## config.mk

```make
export PLATFORM = sky130hd
export DESIGN_NAME = bmv_sequencer
export DESIGN_NICKNAME = d
export VERILOG_FILES = /design/src/rtl/bmv_pkg.sv /design/src/rtl/bmv_fifo.sv /design/src/rtl/bmv_pacer.sv /design/src/rtl/bmv_sequencer.sv
export SDC_FILE = /design/constraint.sdc
export NUM_CORES = 1
export LEC_CHECK = 0
export BUFFER_PORTS_ARGS = -buffer_cell sky130_fd_sc_hd__buf_2
export CORE_UTILIZATION = 45
export CTS_CLUSTER_SIZE = 30
export DETAILED_ROUTE_END_ITERATION = 10
export GPL_ROUTABILITY_DRIVEN = 1
export PLACE_DENSITY = 0.65
export SKIP_CTS_REPAIR_TIMING = 1
export SLEW_MARGIN = 20
export SYNTH_ARGS = -nofsm -noshare
export SYNTH_HDL_FRONTEND = slang
export SYNTH_HIERARCHICAL = 1
export SYNTH_SLANG_ARGS = --single-unit
```

## constraint.sdc

```tcl
create_clock -name mclk -period 3.17 [get_ports mclk]
set_input_delay 0.4755 -clock mclk [delete_from_list [all_inputs] [get_ports mclk]]
set_output_delay 0.4755 -clock mclk [all_outputs]
set_load 0.005 [all_outputs]
```

## src/rtl/bmv_pkg.sv

```systemverilog
// shared constants and carriers for the block move sequencer
// Behaviour
// [RULE1] byte form: while 8-bit count nonzero copy byte, bump pointers, count down
// [RULE2] byte form stops at zero count; zero at start moves nothing
// [RULE3] word form: while 16-bit count nonzero copy byte, bump pointers, count down
// [RULE4] word form stops at zero count; zero at start moves nothing
// [RULE5] either form takes eight plus four times n states
// [RULE6] that figure holds for zero-wait memory; slower memory may lengthen it
// [RULE7] condition flags come out exactly as they went in
package bmv_pkg;
    localparam int ADDR_W      = 16;
    localparam int CNT_W       = 16;
    localparam int BYTE_CNT_W  = 8;
    localparam int FLAG_W      = 8;
    localparam int BUDGET_W    = 19;
    localparam int FIFO_DEPTH  = 8;
    // fixed overhead and per-byte cost, in states
    localparam int BASE_STATES = 8;
    localparam int BYTE_STATES = 4;
    localparam logic [ADDR_W-1:0] PTR_STEP  = 16'h0001;
    localparam logic [CNT_W-1:0]  CNT_STEP  = 16'h0001;
    localparam logic [CNT_W-1:0]  CNT_RESET = 16'h0000;
    localparam logic [ADDR_W-1:0] PTR_RESET = 16'h0000;
    localparam logic [FLAG_W-1:0] FLAG_RESET = 8'h00;

    typedef enum logic {
        BMV_BYTE_FORM = 1'b0,
        BMV_WORD_FORM = 1'b1
    } bmv_form_t;

    // operands of one block move instruction
    typedef struct packed {
        bmv_form_t         form;
        logic [CNT_W-1:0]  count;
        logic [ADDR_W-1:0] src;
        logic [ADDR_W-1:0] dst;
    } bmv_args_t;
endpackage

```

## src/rtl/bmv_fifo.sv

```systemverilog
// byte buffer between the read and write halves of the move
`timescale 1ns/1ns
module bmv_fifo #(
    parameter int WIDTH = 8,
    parameter int DEPTH = 8
) (
    input  wire logic             mclk,
    input  wire logic             srst,
    input  wire logic             in_valid,
    output logic                  in_ready,
    input  wire logic [WIDTH-1:0] in_data,
    output logic                  out_valid,
    input  wire logic             out_ready,
    output logic      [WIDTH-1:0] out_data
);
    localparam int PW = (DEPTH > 1) ? $clog2(DEPTH) : 1;

    // pointer wrap relies on a power-of-two depth; refused at elaboration
    if (WIDTH < 1 || DEPTH < 2 || (DEPTH & (DEPTH - 1)) != 0)
    begin : g_bad_cfg
        $error("bmv_fifo: depth must be a power of two, width positive");
    end

    logic [WIDTH-1:0] mem [DEPTH];
    logic [PW-1:0]    wr_ptr;
    logic [PW-1:0]    rd_ptr;
    logic [PW:0]      fill;
    logic             push;
    logic             pop;

    assign in_ready  = (fill != (PW+1)'(DEPTH)) ? 1'b1 : 1'b0;
    assign out_valid = (fill != '0);
    assign push      = in_valid && in_ready;
    assign pop       = out_valid && out_ready;
    assign out_data  = mem[rd_ptr];

    // storage, written at the tail
    always_ff @(posedge mclk)
    begin
        if (push)
            mem[wr_ptr] <= in_data;
    end

    // pointers and fill level
    always_ff @(posedge mclk)
    begin
        if (srst)
        begin
            wr_ptr <= '0;
            rd_ptr <= '0;
            fill   <= '0;
        end
        else
        begin
            if (push)
                wr_ptr <= wr_ptr + PW'(1);
            if (pop)
                rd_ptr <= rd_ptr + PW'(1);
            if (push && !pop)
                fill <= fill + (PW+1)'(1);
            else if (pop && !push)
                fill <= fill - (PW+1)'(1);
        end
    end
endmodule // bmv_fifo

```

## src/rtl/bmv_pacer.sv

```systemverilog
// state counter that holds back completion until the minimum time
`timescale 1ns/1ns
module bmv_pacer #(
    parameter int BW = 19
) (
    input  wire logic          mclk,
    input  wire logic          srst,
    input  wire logic          start,
    input  wire logic [BW-1:0] budget,
    output logic               reached
);
    // too narrow a budget could not even hold the fixed overhead
    if (BW < 4)
    begin : g_bad_width
        $error("bmv_pacer: budget width too small");
    end

    logic [BW-1:0] elapsed;
    logic [BW-1:0] limit;

    // elapsed states since the start edge; saturates at the limit
    always_ff @(posedge mclk)
    begin
        if (srst)
        begin
            elapsed <= '0;
            limit   <= '0;
        end
        else if (start)
        begin
            elapsed <= BW'(1);
            limit   <= budget;
        end
        else if (elapsed < limit)
            elapsed <= elapsed + BW'(1);
    end

    // one state is spent by the completion pulse itself
    assign reached = (elapsed + BW'(1) >= limit) && !start;
endmodule // bmv_pacer

```

## src/rtl/bmv_sequencer.sv

```systemverilog
// block move sequencer: copies bytes from source to destination pointer
`timescale 1ns/1ns
module bmv_sequencer #(
    parameter int FIFO_D = bmv_pkg::FIFO_DEPTH
) (
    input  wire logic                         mclk,
    input  wire logic                         srst,
    input  wire logic                         start,
    input  wire bmv_pkg::bmv_args_t           args,
    input  wire logic [bmv_pkg::FLAG_W-1:0]   flags_in,
    output logic                              busy,
    output logic                              done,
    output logic [bmv_pkg::CNT_W-1:0]         count_out,
    output logic [bmv_pkg::ADDR_W-1:0]        src_out,
    output logic [bmv_pkg::ADDR_W-1:0]        dst_out,
    output logic [bmv_pkg::FLAG_W-1:0]        flags_out,
    output logic                              rd_req,
    output logic [bmv_pkg::ADDR_W-1:0]        rd_addr,
    input  wire logic                         rd_ack,
    input  wire logic [7:0]                   rd_data,
    output logic                              wr_req,
    output logic [bmv_pkg::ADDR_W-1:0]        wr_addr,
    output logic [7:0]                        wr_data,
    input  wire logic                         wr_ack
);
    import bmv_pkg::*;

    // a single-entry buffer would stall reads behind every write
    if (FIFO_D < 2)
    begin : g_bad_depth
        $error("bmv_sequencer: buffer depth below two");
    end

    typedef enum logic [3:0] {
        S_IDLE   = 4'h1,
        S_MOVE   = 4'h2,
        S_SETTLE = 4'h4,
        S_DONE   = 4'h8
    } bmv_state_t;

    bmv_state_t         state;
    bmv_state_t         next_state;
    bmv_form_t          form;
    logic [CNT_W-1:0]   rd_left;
    logic [CNT_W-1:0]   start_n;
    logic [BUDGET_W-1:0] budget;
    logic               take;
    logic               fifo_in_ready;
    logic               fifo_out_valid;
    logic [7:0]         fifo_out_data;
    logic               fifo_pop;
    logic               reached;
    logic               moved_all;
    logic               cnt_zero;

    // the byte form only looks at the low byte of the count
    // [RULE1] byte form count
    assign start_n = (args.form == BMV_BYTE_FORM) ?
                     {{(CNT_W-BYTE_CNT_W){1'b0}}, args.count[BYTE_CNT_W-1:0]} :
                     args.count;
    // [RULE5] eight plus four per byte
    assign budget  = BUDGET_W'(BASE_STATES) + BUDGET_W'(BYTE_STATES) * BUDGET_W'(start_n);
    assign take    = start && (state == S_IDLE);
    assign cnt_zero = (form == BMV_BYTE_FORM) ?
                      (count_out[BYTE_CNT_W-1:0] == '0) : (count_out == '0);
    assign fifo_pop = fifo_out_valid && !wr_req && (state == S_MOVE);
    assign moved_all = (rd_left == '0) && !rd_req && !fifo_out_valid
                       && !wr_req && cnt_zero;

    bmv_fifo #(
        .WIDTH (8),
        .DEPTH (FIFO_D)
    ) u_fifo (
        .mclk      (mclk),
        .srst      (srst),
        .in_valid  (rd_req && rd_ack),
        .in_ready  (fifo_in_ready),
        .in_data   (rd_data),
        .out_valid (fifo_out_valid),
        .out_ready (fifo_pop),
        .out_data  (fifo_out_data)
    );

    bmv_pacer #(
        .BW (BUDGET_W)
    ) u_pacer (
        .mclk    (mclk),
        .srst    (srst),
        .start   (take),
        .budget  (budget),
        .reached (reached)
    );

    // sequence: copy, then wait out the minimum state count
    always_comb
    begin
        next_state = state;
        case (state)
            S_IDLE:
                if (take)
                    next_state = S_MOVE;
            S_MOVE:
                // [RULE2] stop at zero
                if (moved_all)
                    next_state = S_SETTLE;
            S_SETTLE:
                // [RULE6] slow memory only lengthens
                if (reached)
                    next_state = S_DONE;
            S_DONE:
                next_state = S_IDLE;
            default:
                next_state = S_IDLE;
        endcase
    end

    always_ff @(posedge mclk)
    begin
        if (srst)
            state <= S_IDLE;
        else
            state <= next_state;
    end

    // status outputs
    always_ff @(posedge mclk)
    begin
        if (srst)
        begin
            busy <= 1'b0;
            done <= 1'b0;
        end
        else
        begin
            busy <= (next_state != S_IDLE);
            done <= (next_state == S_DONE);
        end
    end

    // flags are captured and returned untouched
    // [RULE7] flags kept
    always_ff @(posedge mclk)
    begin
        if (srst)
            flags_out <= FLAG_RESET;
        else if (take)
            flags_out <= flags_in;
    end

    // read side: one outstanding read, issued only with room to land it
    // [RULE3] source pointer step
    always_ff @(posedge mclk)
    begin
        if (srst)
        begin
            rd_req  <= 1'b0;
            rd_left <= CNT_RESET;
            src_out <= PTR_RESET;
            rd_addr <= PTR_RESET;
            form    <= BMV_BYTE_FORM;
        end
        else if (take)
        begin
            rd_left <= start_n;
            src_out <= args.src;
            rd_addr <= args.src;
            form    <= args.form;
        end
        else if (rd_req)
        begin
            if (rd_ack)
            begin
                rd_req  <= 1'b0;
                src_out <= src_out + PTR_STEP;
                rd_addr <= src_out + PTR_STEP;
            end
        end
        // [RULE4] nothing read once none left
        else if (state == S_MOVE && rd_left != '0 && fifo_in_ready)
        begin
            rd_req  <= 1'b1;
            rd_left <= rd_left - CNT_STEP;
        end
    end

    // write side: drains the buffer, counts down per completed byte
    // [RULE1] destination step and count down
    always_ff @(posedge mclk)
    begin
        if (srst)
        begin
            wr_req    <= 1'b0;
            wr_addr   <= PTR_RESET;
            wr_data   <= 8'h00;
            dst_out   <= PTR_RESET;
            count_out <= CNT_RESET;
        end
        else if (take)
        begin
            dst_out   <= args.dst;
            wr_addr   <= args.dst;
            count_out <= args.count;
        end
        else if (wr_req)
        begin
            if (wr_ack)
            begin
                wr_req  <= 1'b0;
                dst_out <= dst_out + PTR_STEP;
                wr_addr <= dst_out + PTR_STEP;
                // high byte is left alone in the byte form
                if (form == BMV_BYTE_FORM)
                    count_out[BYTE_CNT_W-1:0] <= count_out[BYTE_CNT_W-1:0] - 8'h01;
                else
                    count_out <= count_out - CNT_STEP;
            end
        end
        else if (fifo_pop)
        begin
            wr_req  <= 1'b1;
            wr_data <= fifo_out_data;
        end
    end

    // checks
    logic [BUDGET_W-1:0] chk_elapsed;
    logic [BUDGET_W-1:0] chk_budget;

    always_ff @(posedge mclk)
    begin
        if (srst)
        begin
            chk_elapsed <= '0;
            chk_budget  <= '0;
        end
        else if (take)
        begin
            chk_elapsed <= BUDGET_W'(1);
            chk_budget  <= budget;
        end
        else if (busy)
            chk_elapsed <= chk_elapsed + BUDGET_W'(1);
    end

    a_src_step: assert property ( // [RULE1]
        @(posedge mclk) disable iff (srst)
        rd_req && rd_ack |=> src_out == $past(src_out) + PTR_STEP)
        else $error("source pointer did not advance by one");

    a_word_count_step: assert property ( // [RULE3]
        @(posedge mclk) disable iff (srst)
        wr_req && wr_ack && form == BMV_WORD_FORM |=>
        count_out == $past(count_out) - CNT_STEP && dst_out == $past(dst_out) + PTR_STEP)
        else $error("word count or destination step wrong");

    a_byte_high_kept: assert property ( // [RULE2]
        @(posedge mclk) disable iff (srst)
        busy && !take && form == BMV_BYTE_FORM |=> $stable(count_out[CNT_W-1:BYTE_CNT_W]))
        else $error("byte form touched the high count byte");

    a_zero_no_read: assert property ( // [RULE4]
        @(posedge mclk) disable iff (srst)
        take && start_n == '0 |=> (!rd_req && !wr_req)[*8])
        else $error("zero count caused a transfer");

    a_done_ends_at_zero: assert property ( // [RULE2]
        @(posedge mclk) disable iff (srst)
        done |-> cnt_zero && !rd_req && !wr_req)
        else $error("completed with bytes left");

    a_min_states: assert property ( // [RULE5]
        @(posedge mclk) disable iff (srst)
        $rose(done) |-> chk_elapsed >= chk_budget)
        else $error("completed before eight plus four n states");

    a_zero_timing: assert property ( // [RULE6]
        @(posedge mclk) disable iff (srst)
        take && start_n == '0 |-> ##[1:12] done)
        else $error("zero count move did not finish in time");

    a_flags_steady: assert property ( // [RULE7]
        @(posedge mclk) disable iff (srst)
        busy && !take |=> $stable(flags_out))
        else $error("flags changed during the move");

    a_rd_hold: assert property ( // [RULE3]
        @(posedge mclk) disable iff (srst)
        rd_req && !rd_ack |=> rd_req && $stable(rd_addr))
        else $error("read request dropped or moved before acknowledge");

    a_wr_hold: assert property ( // [RULE1]
        @(posedge mclk) disable iff (srst)
        wr_req && !wr_ack |=> wr_req && $stable(wr_addr) && $stable(wr_data))
        else $error("write request dropped or moved before acknowledge");

    a_byte_count_step: assert property ( // [RULE1]
        @(posedge mclk) disable iff (srst)
        wr_req && wr_ack && form == BMV_BYTE_FORM |=>
        count_out[BYTE_CNT_W-1:0] == $past(count_out[BYTE_CNT_W-1:0]) - 8'h01
        && dst_out == $past(dst_out) + PTR_STEP)
        else $error("byte count or destination step wrong");

    a_read_needs_left: assert property ( // [RULE2]
        @(posedge mclk) disable iff (srst)
        $rose(rd_req) |-> $past(rd_left) != '0)
        else $error("read issued with no bytes left");

    a_done_pulse: assert property ( // [RULE4]
        @(posedge mclk) disable iff (srst)
        done |=> !done && !busy)
        else $error("completion did not release the sequencer");
endmodule // bmv_sequencer

```

==> flow_metrics.py <==
metrics = {
    "global_routing": {
        "grt_pass1_wl_microns": 41300,
        "grt_max_degree": 69,
        "antenna_found_initial": 0,
        "grt_usage": 0.2098,
        "overflow": 0,
        "grt_pass1_vias": 8040,
    },
    "setup_path": {
        "slowest_delay_ps": 600,
        "crit_fanout": 6,
        "reg2reg_to": "u_fifo/fill[3]",
        "critical_path.top_delay_family": "simple AND/OR/NAND/NOR gates",
        "crit_path_top_delay_cell": "or4b_4",
        "cp.arrival_ps": 3450,
        "critPathKind": "flop to flop",
        "worstPathRequired_ps": 3580,
        "end_kind": "flop",
        "rr_worst_depth": 11,
        "rrSetupSlack_ps": 130,
        "r2r_start": "state[2]",
        "startpoint_type": "flop",
        "cp_num_buf_inv": 2,
        "cp_cell_sequence": "or4b_4 > or3b_1 > inv_2 > nand2_1 > ha_1 > inv_2 > ha_1 > a21oi_2 > a211oi_1 > a31oi_1 > mux2_2",
    },
    "hold_path": {
        "holdCritPathClass": "input port to flop",
        "hold_end": "wr_addr[11]",
        "whs_path_depth": 2,
        "hold_start": "args[11]",
    },
    "timing": {
        "setup_violations": 0,
        "rsz0062_at_grt": "no",
        "drv_slew": 0,
        "worst_pin_slew_ps": 833.3,
        "layout_setup_ws_ps": 130.5,
        "setup_tns_ps": 0,
        "hold_ws_ps": 185.1,
        "slew-limit-headroom": 0.4445,
        "hold_violations": 0,
        "post-route-min-period_ps": 3040,
        "max_clock_freq_mhz": 329.0,
        "clock_skew_ps": 16.08,
        "period_share": 0.9588,
    },
    "cts": {
        "clk_pin_slew_ps": 60,
        "cts_tree": "done",
        "cts_buffer_depth": 3,
        "h-tree-depth": 1,
        "cts-root-buf": "clkbuf_16",
        "cts.sinks": 204,
        "clk_latency_ps": 520,
        "cts_inserted_buffers": 23,
    },
    "synth": {
        "seq_area_frac_synth": 0.4287,
        "ys.flop_type": "dfxtp_1",
        "synth-edff-count": 64,
        "ys_warn_count": 6,
        "ys_types": 80,
        "synthArstFlopShare": 0,
        "synth-seq-cells": 204,
        "syn_area_sq_um": 11020,
        "avgSynthCellArea_sq_um": 9.875,
        "synthCells": 1116,
    },
    "floorplan": {
        "initial_core_util": 0.4640,
        "die_width_microns": 158.5,
        "dieArea_sq_um": 25120,
        "rows": 56,
        "die_h_microns": 158.5,
        "ios": 170,
        "coreArea_sq_um": 23750,
    },
    "placement": {
        "dp_cells": 1543,
        "portBuffers": 169,
        "dp_hpwl_microns": 18780,
        "place_congestion": 0.8563,
        "post-place-ws_ps": 47.60,
    },
    "layout": {
        "multi_input_area_sq_um": 5602,
        "seqCellArea_sq_um": 4728,
        "diodes": 0,
        "layout_commonest_cell": "buf_2",
        "final_nets": 1372,
        "fillers": 2159,
        "final_layout_size_suffix_gt1_frac": 0.2249,
        "fin_cells": 1586,
        "mostFrequentLayoutCells": "buf_2, dfxtp_1, nand2_1",
        "synthToLayoutAreaGrowth_pct": 15.38,
    },
    "routing": {
        "dr.pass1.iters": 5,
        "wl_met1_microns": 12100,
        "postRouteAntennaNets": 0,
        "drc": 0,
        "viasPerCell": 5.497,
        "met3WireLength_microns": 1327,
        "top_layer_used": "met4",
        "wl_per_cell_microns": 16.87,
        "drt_iter0_drc": 552,
        "vias": 8719,
        "wl_microns": 26750,
        "wl_met2_microns": 12790,
    },
    "power_and_ir_drop": {
        "p_leak_nw": 5.118,
        "total_power_mw": 6.422,
        "vdd_drop_max_mv": 0.4423,
        "powerDensity_nw_per_um2": 505.1,
    },
    "flow_run": {
        "cap_viol_max_count": 0,
    },
    "outcome": {
        "outcome": "finished, final reports clean",
    },
}
-- layout make-up --
cell class,count,share of cell area
flip-flops and latches,204,0.3718
clock inverters,13,0.01033
well taps,319,0.03139
repair buffers,198,0.08383
clock buffers,29,0.04940
inverters,43,0.01269
multi-input cells,780,0.4405
-- registers in the layout, summed over array words and instances, names as in the netlist, named ones only --
name / cells
done: 1
rd_left: 16
busy: 1
u_pacer/limit: 19
rd_addr: 16
count_out: 16
u_fifo/mem: 64
u_fifo/rd_ptr: 3
wr_req: 1
u_fifo/wr_ptr: 3
wr_data: 8
form: 1
flags_out: 8
wr_addr: 16
state: 4
rd_req: 1
u_pacer/elapsed: 19
u_fifo/fill: 4
-- cells by family after synthesis --
kind of cell / synth area share
compound gates: 0.1007
xor+xnor: 0.06040
fa+ha+maj: 0.05972
buf+inv: 0.06562
flops: 0.4287
mux: 0.08572
other cells: 0.0003403
simple gates: 0.1988
-- synthesized netlist by cell type (4+ instances only) --
library cell,n,share of area
a21oi_1,57,0.026
a21o_1,11,0.0075
buf_2,13,0.0059
clkbuf_1,31,0.011
a311oi_1,6,0.0048
clkbuf_8,4,0.0050
and3_1,6,0.0034
o21ai_0,14,0.0064
nor3_1,22,0.010
and4_1,10,0.0079
and2_1,9,0.0051
nor4_1,20,0.011
nor4_2,5,0.0057
or3_1,24,0.014
nand4_1,30,0.017
edfxtp_1,64,0.17
mux2i_1,40,0.036
nor2_1,99,0.034
nand3_1,38,0.017
o211ai_1,4,0.0027
ha_1,51,0.058
buf_4,33,0.022
a31oi_1,7,0.0040
xnor2_1,44,0.035
mux2_2,9,0.0092
nand2b_1,7,0.0040
nand2_1,113,0.038
xor2_1,32,0.025
a211oi_1,35,0.024
inv_1,42,0.014
mux4_1,16,0.038
dfxtp_1,140,0.25
buf_1,4,0.0014
-- worst register-to-register path: cells and delay by family (launching register included) --
kind | cells | cell delay (ps)
flops | 1 | 350
fa+ha+maj | 2 | 490
mux | 1 | 360
simple gates | 3 | 1120
compound gates | 3 | 450
buf+inv | 2 | 160
-- through the flow --
step                instance area, sq um  utilization
global placement                   11920       0.5020
finish                             12720       0.5353
floorplan                          11020            -
CTS                                12680       0.5340
detailed placement                 11920       0.5020
global route                       12720       0.5353
-- routing by layer --
metal  up-vias  GRT usage
li1       4292          -
met2       243     0.3513
met4         0    0.05266
met3        44    0.03157
met1      4140     0.2829
met5         -          0
-- power breakdown --
part | switching [mW] | internal (mW) | total (mW)
combinational | 0.501 | 0.349 | 0.850
sequential | 0.119 | 2.80 | 2.92
clock | 1.08 | 1.57 | 2.65
total | 1.70 | 4.72 | 6.42
-- how the worst max path moves through the flow --
stage	from	slack, ps	endpoint	cells past startpoint
2_1_floorplan	state[2]	60	u_fifo/fill[3]	12
3_3_place_gp	u_pacer/elapsed[1]	150	done	13
3_5_place_dp	u_pacer/elapsed[1]	50	state[3]	13
4_1_cts	u_pacer/elapsed[1]	30	state[3]	13
5_1_grt	u_pacer/elapsed[11]	5	state[3]	12
6_report	state[2]	130	u_fifo/fill[3]	11
Note: power is estimated with default switching activity, not from simulation.
